`src/core/clock_calendar_block_pkg.sv`:
```
/*
 * Package for the clock-calendar control and date block.
 * Assumes a single 25 MHz bus clock and an AHB-Lite register port.
 */
package clock_calendar_block_pkg;
    localparam logic [7:0]  CTRL_OFFS      = 8'h00;
    localparam logic [7:0]  DATE_OFFS      = 8'h04;
    localparam logic [7:0]  TIME_OFFS      = 8'h08;
    localparam logic [7:0]  UNLK_OFFS      = 8'h0c;
    localparam int          CAL_LSB        = 16;
    localparam int          CAL_W          = 10;
    localparam int          ON_BIT         = 15;
    localparam int          IDLE_STOP_BIT       = 13;
    localparam int          SECSEL_BIT     = 7;
    localparam int          CLKON_BIT      = 6;
    localparam int          WREN_BIT       = 3;
    localparam int          SYNC_BIT       = 2;
    localparam int          HALF_BIT       = 1;
    localparam int          OE_BIT         = 0;
    localparam logic [31:0] CTRL_WMASK     = 32'h03ff_a089;
    localparam logic [31:0] CTRL_RESET     = 32'h0000_0000;
    localparam logic [31:0] DATE_MASK      = 32'hff1f_3f07;
    localparam logic [31:0] DATE_RESET     = 32'h0000_0000;
    localparam logic [31:0] TIME_SEC_MASK  = 32'h0000_7f00;
    localparam logic [31:0] UNLOCK_KEY     = 32'h0000_00a5;
    // Timebase pulses per minute nominal (arbitrary parameter default)
    localparam int          TB_PER_MIN     = 60;
    localparam logic [1:0]  HTRANS_NONSEQ  = 2'b10;
    localparam logic [1:0]  HSIZE_WORD     = 2'b10;
endpackage

```
`src/core/clock_calendar_block_trim.sv`:
```
/*
 * Per-minute drift trim of the calendar timebase.
 * Assumes tb_tick is a one-cycle pulse per raw timebase period.
 */
`timescale 1ns/100ps
module clock_calendar_block_trim
#(
    parameter int TB_PER_MIN = 60
)
(
    input  wire logic       hclk,
    input  wire logic       hresetn,
    input  wire logic       en,
    input  wire logic       tb_tick,
    input  wire logic [9:0] cal,
    output logic            trim_tick,
    output logic            min_pulse
);
    logic [15:0] cnt_q, cnt_d;
    logic [9:0]  add_q, add_d;
    logic [9:0]  del_q, del_d;
    logic        tick_d, min_d;

    always_comb
    begin
        cnt_d  = cnt_q;
        add_d  = add_q;
        del_d  = del_q;
        tick_d = 1'b0;
        min_d  = 1'b0;
        if (!en)
        begin
            cnt_d = '0;
            add_d = '0;
            del_d = '0;
        end
        else if (tb_tick)
        begin
            if (del_q != '0)
                del_d = del_q - 10'd1;
            else
                tick_d = 1'b1;
            if (cnt_q == 16'(TB_PER_MIN - 1))
            begin
                cnt_d = '0;
                min_d = 1'b1;
                if (!cal[9])
                    add_d = cal;
                else
                    del_d = 10'(~cal + 10'd1);
                if (cal == 10'h200)
                    del_d = 10'h200;
            end
            else
                cnt_d = cnt_q + 16'd1;
        end
        else if (add_q != '0)
        begin
            // Extra pulse only in a cycle free of raw ticks, none is lost
            tick_d = 1'b1;
            add_d  = add_q - 10'd1;
        end
    end

    always_ff @(posedge hclk or negedge hresetn)
    begin
        if (!hresetn)
        begin
            cnt_q     <= '0;
            add_q     <= '0;
            del_q     <= '0;
            trim_tick <= 1'b0;
            min_pulse <= 1'b0;
        end
        else
        begin
            cnt_q     <= cnt_d;
            add_q     <= add_d;
            del_q     <= del_d;
            trim_tick <= tick_d;
            min_pulse <= min_d;
        end
    end
endmodule

```
`src/core/clock_calendar_block_core.sv`:
```
/*
 * Control and date registers of the clock-calendar block, AHB-Lite slave.
 * Assumes hclk at 25 MHz, single word transfers, one slave on the bus.
 */
`timescale 1ns/100ps
// Function
// - Positive trim codes add that many timebase pulses each minute.
// - Negative trim codes remove pulses; most negative removes 512.
// - Control bit 15 enables block clock, trim, pin and running flag; date writes and half flag do not depend on it.
// - Enable bit writes ignored unless write unlock is set.
// - Idle stop bit gates block clock while in idle mode.
// - Pin source bit 7 picks seconds clock or alarm pulse.
// - Pin stays inactive unless pin output enable is one.
// - Status bit 6 shows timebase clock running.
// - Write unlock sets only while write sequence is enabled.
// - Half second flag read-only, cleared by seconds field write.
// - Control register resets only on power-on reset.
// - Year held as two BCD digits in bits 31-24.
// - Month tens at bit 20, units at bits 19-16.
// - Day tens bits 13-12, units bits 11-8.
// - Weekday three bits in 2-0, zero to six.
// - Date writes accepted only while write unlock is one.
// - Unimplemented control and date bits read zero.
module clock_calendar_block_core
    import clock_calendar_block_pkg::*;
#(
    parameter int TB_PER_MIN_P = clock_calendar_block_pkg::TB_PER_MIN
)
(
    input  wire logic        hclk,
    input  wire logic        hresetn,
    input  wire logic        por_n,
    input  wire logic        hsel,
    input  wire logic [31:0] haddr,
    input  wire logic [1:0]  htrans,
    input  wire logic        hwrite,
    input  wire logic [2:0]  hsize,
    input  wire logic [31:0] hwdata,
    input  wire logic        hready,
    output logic [31:0]      hrdata,
    output logic             hreadyout,
    output logic             hresp,
    input  wire logic        tb_tick,
    input  wire logic        tb_running,
    input  wire logic        idle_mode,
    input  wire logic        write_seq_en,
    input  wire logic        seconds_clk,
    input  wire logic        alarm_pulse,
    input  wire logic        half_sec_in,
    output logic             clock_calendar_block_pin,
    output logic             blk_clk_en,
    output logic             trim_tick,
    output logic             min_pulse
);
    import clock_calendar_block_pkg::*;

    ////////////////////////////////////////////////////////////////////////
    logic        wr_q, wr_d;
    logic        rd_q, rd_d;
    logic [7:0]  ad_q, ad_d;
    logic [31:0] ctrl_q, ctrl_d;
    logic [31:0] date_q, date_d;
    logic        half_q, half_d;
    logic        run_q, run_d;
    logic        hin_q, hin_d;
    logic [31:0] rdata_d;
    logic        pin_d;
    logic        gate_d;
    logic        acc;
    logic [31:0] ctrl_rd;

    assign acc = hsel && hready && htrans == HTRANS_NONSEQ;

    ////////////////////////////////////////////////////////////////////////
    // Address phase capture, zero wait state data phase
    always_comb
    begin
        wr_d = acc && hwrite && hsize == {1'b0, HSIZE_WORD};
        rd_d = acc && !hwrite;
        ad_d = acc ? haddr[7:0] : ad_q;
    end

    always_ff @(posedge hclk or negedge hresetn)
    begin
        if (!hresetn)
        begin
            wr_q <= 1'b0;
            rd_q <= 1'b0;
            ad_q <= '0;
        end
        else
        begin
            wr_q <= wr_d;
            rd_q <= rd_d;
            ad_q <= ad_d;
        end
    end

    ////////////////////////////////////////////////////////////////////////
    // Control register, power-on reset domain only
    always_comb
    begin
        ctrl_d = ctrl_q;
        if (wr_q && ad_q == CTRL_OFFS)
        begin
            ctrl_d = (ctrl_q & ~CTRL_WMASK) | (hwdata & CTRL_WMASK);
            if (!ctrl_q[WREN_BIT])
                ctrl_d[ON_BIT] = ctrl_q[ON_BIT];
            if (!write_seq_en && !ctrl_q[WREN_BIT])
                ctrl_d[WREN_BIT] = 1'b0;
        end
    end

    always_ff @(posedge hclk or negedge por_n)
    begin
        if (!por_n)
            ctrl_q <= CTRL_RESET;
        else
            ctrl_q <= ctrl_d;
    end

    ////////////////////////////////////////////////////////////////////////
    // Date register and status flags
    always_comb
    begin
        date_d = date_q;
        if (wr_q && ad_q == DATE_OFFS && ctrl_q[WREN_BIT])
            date_d = hwdata & DATE_MASK;
        // Flag set on a rising half-second phase, held until it falls
        hin_d  = half_sec_in;
        half_d = half_q;
        if (half_sec_in && !hin_q)
            half_d = 1'b1;
        else if (!half_sec_in)
            half_d = 1'b0;
        // A time write clears the flag, and wins over a set
        if (wr_q && ad_q == TIME_OFFS)
            half_d = 1'b0;
        run_d = tb_running && ctrl_q[ON_BIT];
    end

    always_ff @(posedge hclk or negedge hresetn)
    begin
        if (!hresetn)
        begin
            date_q <= DATE_RESET;
            half_q <= 1'b0;
            run_q  <= 1'b0;
            hin_q  <= 1'b0;
        end
        else
        begin
            date_q <= date_d;
            half_q <= half_d;
            run_q  <= run_d;
            hin_q  <= hin_d;
        end
    end

    ////////////////////////////////////////////////////////////////////////
    // Read mux and pin outputs
    always_comb
    begin
        ctrl_rd = ctrl_q & CTRL_WMASK;
        ctrl_rd[CLKON_BIT] = run_q;
        ctrl_rd[HALF_BIT]  = half_q;
        ctrl_rd[SYNC_BIT]  = 1'b0;
        rdata_d = '0;
        if (rd_d)
        begin
            unique case (haddr[7:0])
                CTRL_OFFS: rdata_d = ctrl_rd;
                DATE_OFFS: rdata_d = date_q & DATE_MASK;
                default:   rdata_d = '0;
            endcase
        end
        pin_d = 1'b0;
        if (ctrl_q[OE_BIT] && ctrl_q[ON_BIT])
            pin_d = ctrl_q[SECSEL_BIT] ? seconds_clk : alarm_pulse;
        gate_d = ctrl_q[ON_BIT];
        if (idle_mode && ctrl_q[IDLE_STOP_BIT])
            gate_d = 1'b0;
    end

    always_ff @(posedge hclk or negedge hresetn)
    begin
        if (!hresetn)
        begin
            hrdata     <= '0;
            clock_calendar_block_pin   <= 1'b0;
            blk_clk_en <= 1'b0;
        end
        else
        begin
            hrdata     <= rdata_d;
            clock_calendar_block_pin   <= pin_d;
            blk_clk_en <= gate_d;
        end
    end

    always_ff @(posedge hclk or negedge hresetn)
    begin
        if (!hresetn)
        begin
            hreadyout <= 1'b0;
            hresp     <= 1'b0;
        end
        else
        begin
            hreadyout <= 1'b1;
            hresp     <= 1'b0;
        end
    end

    ////////////////////////////////////////////////////////////////////////
    // Drift trimming runs only while enabled and clock not gated
    clock_calendar_block_trim #(.TB_PER_MIN(TB_PER_MIN_P)) u_trim
    (
        .hclk      (hclk),
        .hresetn   (hresetn),
        .en        (blk_clk_en),
        .tb_tick   (tb_tick),
        .cal       (ctrl_q[CAL_LSB +: CAL_W]),
        .trim_tick (trim_tick),
        .min_pulse (min_pulse)
    );

    ////////////////////////////////////////////////////////////////////////
    property p_on_locked;
        @(posedge hclk) disable iff (!hresetn || !por_n)
        (wr_q && ad_q == CTRL_OFFS && !ctrl_q[WREN_BIT])
            |=> ctrl_q[ON_BIT] == $past(ctrl_q[ON_BIT]);
    endproperty
    a_on_locked: assert property (p_on_locked)
        else $error("enable changed while locked");

    property p_wren_seq;
        @(posedge hclk) disable iff (!hresetn || !por_n)
        (!ctrl_q[WREN_BIT] && !write_seq_en) |=> !ctrl_q[WREN_BIT];
    endproperty
    a_wren_seq: assert property (p_wren_seq)
        else $error("unlock set without write sequence");

    property p_date_lock;
        @(posedge hclk) disable iff (!hresetn)
        !ctrl_q[WREN_BIT] |=> $stable(date_q);
    endproperty
    a_date_lock: assert property (p_date_lock)
        else $error("date changed while locked");

    property p_date_zero;
        @(posedge hclk) disable iff (!hresetn)
        rd_q && ad_q == DATE_OFFS |-> (hrdata & ~DATE_MASK) == 32'h0;
    endproperty
    a_date_zero: assert property (p_date_zero)
        else $error("date unused bits nonzero");

    property p_ctrl_zero;
        @(posedge hclk) disable iff (!hresetn)
        rd_q && ad_q == CTRL_OFFS |-> hrdata[31:26] == 6'h0;
    endproperty
    a_ctrl_zero: assert property (p_ctrl_zero)
        else $error("control upper bits nonzero");

    property p_pin_off;
        @(posedge hclk) disable iff (!hresetn || !por_n)
        !ctrl_q[OE_BIT] |=> !clock_calendar_block_pin;
    endproperty
    a_pin_off: assert property (p_pin_off)
        else $error("pin active without enable");

    property p_pin_sel;
        @(posedge hclk) disable iff (!hresetn || !por_n)
        ctrl_q[OE_BIT] && ctrl_q[ON_BIT] && ctrl_q[SECSEL_BIT]
            |=> clock_calendar_block_pin == $past(seconds_clk);
    endproperty
    a_pin_sel: assert property (p_pin_sel)
        else $error("pin not following seconds clock");

    property p_idle_gate;
        @(posedge hclk) disable iff (!hresetn || !por_n)
        idle_mode && ctrl_q[IDLE_STOP_BIT] |=> !blk_clk_en;
    endproperty
    a_idle_gate: assert property (p_idle_gate)
        else $error("clock not gated in idle");

    property p_half_clr;
        @(posedge hclk) disable iff (!hresetn)
        wr_q && ad_q == TIME_OFFS |=> !half_q;
    endproperty
    a_half_clr: assert property (p_half_clr)
        else $error("half second flag not cleared");

    property p_clkon;
        @(posedge hclk) disable iff (!hresetn || !por_n)
        !ctrl_q[ON_BIT] |=> !run_q ##1 !ctrl_rd[CLKON_BIT] || ctrl_q[ON_BIT];
    endproperty
    a_clkon: assert property (p_clkon)
        else $error("clock running flag while off");

    property p_run_on;
        @(posedge hclk) disable iff (!hresetn || !por_n)
        tb_running && ctrl_q[ON_BIT] |=> run_q;
    endproperty
    a_run_on: assert property (p_run_on)
        else $error("clock running flag missing");

    property p_half_set;
        @(posedge hclk) disable iff (!hresetn)
        half_sec_in && !hin_q && !(wr_q && ad_q == TIME_OFFS) |=> half_q;
    endproperty
    a_half_set: assert property (p_half_set)
        else $error("half second flag not set");

    property p_on_open;
        @(posedge hclk) disable iff (!hresetn || !por_n)
        (wr_q && ad_q == CTRL_OFFS && ctrl_q[WREN_BIT])
            |=> ctrl_q[ON_BIT] == $past(hwdata[ON_BIT]);
    endproperty
    a_on_open: assert property (p_on_open)
        else $error("enable write lost while unlocked");

    property p_date_wr;
        @(posedge hclk) disable iff (!hresetn || !por_n)
        (wr_q && ad_q == DATE_OFFS && ctrl_q[WREN_BIT])
            |=> date_q == ($past(hwdata) & DATE_MASK);
    endproperty
    a_date_wr: assert property (p_date_wr)
        else $error("date write lost while unlocked");

    property p_blk_off;
        @(posedge hclk) disable iff (!hresetn || !por_n)
        !ctrl_q[ON_BIT] |=> !blk_clk_en;
    endproperty
    a_blk_off: assert property (p_blk_off)
        else $error("block clock enabled while off");

    property p_trim_off;
        @(posedge hclk) disable iff (!hresetn)
        !blk_clk_en |=> !trim_tick;
    endproperty
    a_trim_off: assert property (p_trim_off)
        else $error("trim tick while block stopped");

    property p_pin_alm;
        @(posedge hclk) disable iff (!hresetn || !por_n)
        ctrl_q[OE_BIT] && ctrl_q[ON_BIT] && !ctrl_q[SECSEL_BIT]
            |=> clock_calendar_block_pin == $past(alarm_pulse);
    endproperty
    a_pin_alm: assert property (p_pin_alm)
        else $error("pin not following alarm pulse");
endmodule

```
`config.mk`:
```
export PLATFORM = sky130hd
export DESIGN_NAME = clock_calendar_block_core
export DESIGN_NICKNAME = d
export VERILOG_FILES = /design/src/core/clock_calendar_block_pkg.sv /design/src/core/clock_calendar_block_trim.sv /design/src/core/clock_calendar_block_core.sv
export SDC_FILE = /design/constraint.sdc
export NUM_CORES = 1
export LEC_CHECK = 0
export ABC_AREA = 1
export BUFFER_PORTS_ARGS = -buffer_cell sky130_fd_sc_hd__buf_2
export CORE_ASPECT_RATIO = 2
export CORE_MARGIN = 2
export CORE_UTILIZATION = 45
export DETAILED_ROUTE_END_ITERATION = 10
export PLACE_DENSITY = 0.67
export SETUP_SLACK_MARGIN = 0.5
export SYNTH_ARGS = -nofsm -noshare
export SYNTH_HDL_FRONTEND = slang
export SYNTH_HIERARCHICAL = 1
export SYNTH_SLANG_ARGS = --single-unit
```
`constraint.sdc`:
```
create_clock -name hclk -period 1.8 [get_ports hclk]
set_input_delay 0.36 -clock hclk [delete_from_list [all_inputs] [get_ports hclk]]
set_output_delay 0.36 -clock hclk [all_outputs]
set_load 0.02 [all_outputs]
```
# [Word level (Yosys, flattened, before mapping)]
# Index checks and enable logic that the tools add are counted.
[op_classes] bitwise=2 n_reduce_logical=24 n_eq_ne=12 mux=30 add_sub_neg=4
[ops] cell="10-bit 2-to-1 mux" n=11
[ops] cell="32-bit case mux with 2 select lines" n=1
[ops] cell="16-bit 2-to-1 mux" n=3
[ops] cell="32-bit 2-to-1 mux" n=1
[ops] cell="32-bit by 26-bit bitwise OR with 32-bit output" n=1
[ops] cell="10-bit nonzero test" n=2
[ops] cell="10-bit by 1-bit subtractor with 10-bit output, second input constant" n=2
[ops] cell="16-bit by 1-bit adder with 16-bit output, second input constant" n=1
[ops] cell="16-bit by 6-bit equality test with 1-bit output, second input constant" n=1
[ops] cell="8-bit by 3-bit equality test with 1-bit output, second input constant" n=2
[ops] cell="8-bit zero test" n=2
[ops] cell="1-bit logical AND" n=14
[ops] cell="1-bit 2-to-1 mux" n=14
[ops] cell="10-bit by 1-bit adder with 10-bit output, second input constant" n=1
[ops] cell="10-bit equality test, second input constant" n=1
[ops] cell="10-bit NOT" n=1
[ops] cell="8-bit by 4-bit equality test with 1-bit output, second input constant" n=1
[ops] cell="3-bit by 2-bit inequality test with 1-bit output, second input constant" n=2
[ops] cell="1-bit zero test" n=4
[ops] cell="3-bit by 2-bit equality test with 1-bit output, second input constant" n=1
[ops] cell="3-bit by 1-bit inequality test with 1-bit output, second input constant" n=1
[ops] cell="3-bit inequality test, second input constant" n=1
[ops] cell="3-bit AND reduction" n=1
[ops] cell="2-bit equality test, second input constant" n=1
[ops] cell="other kinds (2)" n=2
[word_totals] register_bits=139 input_bits=82 wordCells=89

# [Depth between registers and ports, before layout]
[logic_depth] depth_word=7 ltp_mapped=11

# [Modules after synthesis]
# Netlist, hierarchy kept.
[by_module_without_submodules] module="clock_calendar_block_core" instances=1 cells_per_inst=336 area_per_inst_um2=3378.2
[by_module_without_submodules] module="clock_calendar_block_trim" instances=1 cells_per_inst=455 area_per_inst_um2=2861.5

# [Worst setup path before layout]
# No wires, ideal clock.
[synth_timing] kind="register -> register" from="register u_trim.del_q[0]" to="register u_trim.del_q[3]" arrival_time_ns=1.382 n_path_buf=0 path_stages_with_launch=10 setup_slack_ns=0.286 setup_ns=0.132 path_cell_list="dfrtp_1 > inv_1 > ha_1 > nand2_1 > nor2_1 > nand3_2 > nand3_1 > nand3_1 > nand2_1 > o21ai_0"
[synth_between] elab_chain_cells=7 elab_cells_between_ends=8 classes_between="1 x add/sub; 6 x mux; 1 x reduce/logical"
[synth_rtl] item="from (decl)" line_no="clock_calendar_block_trim.sv:21" rtl="logic [9:0] del_q, del_d;"
[synth_rtl] item="from (signal assigned)" line_no="clock_calendar_block_trim.sv:79" rtl="del_q <= del_d;"
[synth_rtl] item="10-bit by 1-bit subtractor with 10-bit output / 10-bit nonzero test (equally long branches)" line_no="clock_calendar_block_trim.sv:40, clock_calendar_block_trim.sv:39"
[synth_rtl] item="10-bit 2-to-1 mux *" line_no="clock_calendar_block_trim.sv:39" rtl="if (del_q != '0)"
[synth_rtl] item="10-bit 2-to-1 mux" line_no="clock_calendar_block_trim.sv:47" rtl="if (!cal[9])"
[synth_rtl] item="10-bit 2-to-1 mux" line_no="clock_calendar_block_trim.sv:51" rtl="if (cal == 10'h200)"
[synth_rtl] item="10-bit 2-to-1 mux *" line_no="clock_calendar_block_trim.sv:43" rtl="if (cnt_q == 16'(TB_PER_MIN - 1))"
[synth_rtl] item="10-bit 2-to-1 mux *" line_no="clock_calendar_block_trim.sv:37" rtl="else if (tb_tick)"
[synth_rtl] item="10-bit 2-to-1 mux *" line_no="clock_calendar_block_trim.sv:31" rtl="if (!en)"
# Mark *: on every way between the ends. The rest lies on a longest branch, timed or not. The select of a mux whose other input is x is not followed.
# A chain may end at the register's enable or synchronous reset.

# [Final worst setup path]
[layout_timing] from="register u_trim.cnt_q[0]" to="register u_trim.del_q[1]"
[layout_between] elab_chain_cells=4
[layout_rtl] item="from (decl)" line_no="clock_calendar_block_trim.sv:19" rtl="logic [15:0] cnt_q, cnt_d;"
[layout_rtl] item="from (signal assigned)" line_no="clock_calendar_block_trim.sv:77" rtl="cnt_q <= cnt_d;"
[layout_rtl] item="16-bit by 6-bit equality test with 1-bit output" line_no="clock_calendar_block_trim.sv:43"
[layout_rtl] item="10-bit 2-to-1 mux" line_no="clock_calendar_block_trim.sv:43"
[layout_rtl] item="10-bit 2-to-1 mux" line_no="clock_calendar_block_trim.sv:37"
[layout_rtl] item="10-bit 2-to-1 mux" line_no="clock_calendar_block_trim.sv:31"
# No other way between the ends. The select of a mux whose other input is x is not followed.

==> key figures <==
Routing
  – Vias: about 6,000
  – Drt first-iter violations: 358
  – Routed vias/inst: 5.472
  – DRC viols: 0
  – Final WL: 19.71 mm
  – Routed Antenna Nets: 0
  – TritonRoute pass-1 iters: 5
  – DR WL/cell: 17.46 um

Floorplan
  – Initial Utilization: 0.4618
  – DIE AREA: 0.01488 mm^2
  – Die H: about 170 um
  – Die W: slightly below 90 um
  – Site Rows: 60
  – Ports: 120
  – Total core area: 0.01351 mm^2

STA
  – Tmin final: 1556 ps
  – Worst-margin pin slew: between 600 and 700 ps
  – Final critical-path share of the clock period: 0.8646
  – Layout Skew: 8.243 ps
  – Setup TNS: 0 ps
  – Slew margin rel.: 0.5986
  – Finish-stage setup viols: 0
  – RSZ-0062 raised after global routing: yes
  – Fin. max-slew vios: 0
  – Final WS setup: 243.7 ps
  – Final Hold Viols: 0
  – Fmax: 642.6 MHz

Synthesis
  – Synth Cell Area: 0.006240 mm^2
  – Top-count cell post-synth: nand2_1
  – Netlist cell types: 37
  – Most common library cells after synthesis: 246 x nand2_1, 119 x dfrtp_1, 92 x nand3_1
  – Biggest area consumer among synthesized cells: dfrtp_1
  – Seq cells post-synth: 119
  – Register area share after synthesis: 0.4772
  – Area share of the largest cell type after synthesis: 0.4772
  – Post-Synthesis Cells: 791
  – Post-synth EDFFs: 0
  – Synth Flop Type: dfrtp_1
  – Syn_area_per_cell: a little under 8 um^2
  – Share of flip-flops with an asynchronous set or reset: 1.000
  – Warnings from Yosys: 6
  – Top cells by area, synth: dfrtp_1 48%, nand2_1 15%, nand3_1 7.4%, inv_1 5.2%, nor2_1 4.3%

Place
  – DP Wirelength: about 12 mm
  – Placer Congestion: 0.8804
  – I/O Buffers: 87
  – Dpl cell area: 0.006975 mm^2
  – Setup Slack @ Placement: roughly 180 ps

Clock tree
  – CTS clk-pin slew, worst paths: 60 ps
  – CTS Buf Count: 17
  – CTS tree: built
  – Clock sinks: 119
  – CTS H-tree depth: 4
  – Worst skew pair latency: between 400 and 500 ps
  – CTS root buffer: clkbuf_16
  – Clk buf depth: 2

Worst setup path
  – Worst-path cell chain: ha_4 -> nand4_1 -> nor2_2 -> nand3_4 -> buf_12 -> nand3_1 -> nand3_1 -> nand2_1
  – CP Max Fanout: 8
  – CP max stage delay: 420 ps
  – CP endpoint kind: flop
  – Family with the most delay on the worst path: simple AND/OR/NAND/NOR gates
  – WP data arrival: 1900 ps
  – Worst Path Buf+Inv: 1
  – Critical path class: reg2reg
  – CP dominant cell by count: nand3_1
  – Crit path required time: 2140 ps
  – Slowest stage cell on the critical path: dfrtp_2
  – Flop-to-flop setup slack: 240 ps
  – Setup crit start kind: flop

Global routing
  – Grt ovf: 0
  – Antenna violations before repair: 0
  – Total GRT Usage: 0.2494
  – Number of global-route vias before repair: 6,168
  – Largest net degree at the start of global routing: 46
  – First-pass GRT wire length: approximately 29 mm

Power
  – Static leakage: 4.487 nW
  – Final Total Pwr: around 6.7 mW
  – Psw: 1.625 mW
  – Clock power share: 0.533
  – VDD IR max: 596.8 uV
  – Comb power frac: 0.056
  – Seq pwr share: 0.411
  – Internal: between 5 and 6 mW
  – PwrDens: 731.5 mW/mm^2
  – Sw Ratio: 0.2424

Finish
  – Filler cell count in the final layout: 1,014
  – Util after Layout: 0.6782
  – Final Net Count: 1,047
  – Share of cells above drive strength 1: 0.4271
  – Area delta synth->final: 46.88%
  – # diodes: 0
  – Post-route cell area: 0.009165 mm^2

Hold path
  – Min-Delay Path Class: in2reg

Run
  – Max Cap Viol: 0

Status
  – Status: completed
[cells in the final DEF (no fill, tap or decap), drive strengths merged]
cell	count
clkinvlp	3
a21oi	15
nor3	16
clkinv	2
xor2	6
o31ai	1
o21a	1
buf	163
o21ai	48
clkbuf	20
inv	97
nand2	256
nand3b	2
a31o	1
bufinv	3
dfrtp	119
ha	4
nor3b	12
a31oi	1
nand4	8
nand3	98
o22ai	7
o211ai	1
dlygate4sd3	2
nor2	82
a21o	1
conb	5
[state kept, by name (all words and copies together), names as in the netlist]
register	count
u_trim/add_q	10
u_trim/del_q	10
clock_calendar_block_pin	1
wr_q	1
u_trim/cnt_q	16
ad_q	8
half_q	1
date_q	22
hin_q	1
hreadyout	1
hrdata	29
blk_clk_en	1
u_trim/min_pulse	1
u_trim/trim_tick	1
ctrl_q	15
run_q	1
[path summary, 6_finish.rpt]
kind / start / to / cells past startpoint
setup / recovery: u_trim/cnt_q[0] / u_trim/del_q[1] / 8
hold / removal: half_sec_in / hin_q / 1
setup reg to reg: u_trim/cnt_q[0] / u_trim/del_q[1] / 8
hold reg to reg: date_q[10] / date_q[10] / 2
max in group asynchronous: hresetn / u_trim/del_q[1] / 3
min in group asynchronous: hresetn / u_trim/cnt_q[9] / 2
[through the flow]
step / instances / hold slack [ps]
finish: 1129 / 71.10
global route: 1129 / 58.42
global placement: 1034 / 252.1
CTS: 1100 / 61.75
detailed placement: 1034 / 254.7
floorplan: 794 / 64.41
[routing by layer]
| layer | wire [um] | global-route usage | vias to the layer above |
|---|---|---|---|
| met5 | 0 | 0 | - |
| met3 | 816 | 0.04004 | 91 |
| met1 | 6311 | 0.2280 | 2976 |
| met4 | 1322 | 0.1645 | 0 |
| met2 | 11260 | 0.4789 | 238 |
| li1 | - | - | 2873 |
[logic make-up (layout without fill, tap and decap cells)]
| kind of cell | after synthesis | in the layout | synth area share |
|---|---|---|---|
| simple gates | 468 | 474 | 0.3435 |
| flops | 119 | 119 | 0.4772 |
| buf+inv | 116 | 290 | 0.08602 |
| compound gates | 76 | 76 | 0.07560 |
| xor+xnor | 6 | 6 | 0.008422 |
| fa+ha+maj | 4 | 4 | 0.008021 |
| other cells | 2 | 5 | 0.001204 |
[area by class of cell]
class | instances | area, um^2 | area share
multi-input combinational | 565 | 3566 | 0.3891
sequential | 119 | 2992 | 0.3264
timing repair buffer | 167 | 1433 | 0.1563
clock buffer | 18 | 429.2 | 0.04683
inverter | 91 | 365.4 | 0.03986
tap | 155 | 193.9 | 0.02116
clock inverter | 14 | 186.4 | 0.02034
[power by group through the flow]
stage          registers, mW  logic [mW]  clock network (mW)
2_1_floorplan           2.79       0.139                   0
3_3_place_gp            2.79       0.297                   0
3_5_place_dp            2.80       0.301                   0
4_1_cts                 2.75       0.342                3.61
5_1_grt                 2.76       0.414                3.73
6_report                2.76       0.376                3.57
[repair_timing]
item / CTS / global route
gates resized for setup: 111 / 174
gates cloned: 5 / 4
pin swaps: 26 / 61
setup buffers: 27 / 25
hold buffers: 2 / 0
endpoints found under the hold margin: 30 / 0
setup endpoints to repair: 87 / 105
Note: power is estimated with default switching activity, not from simulation.
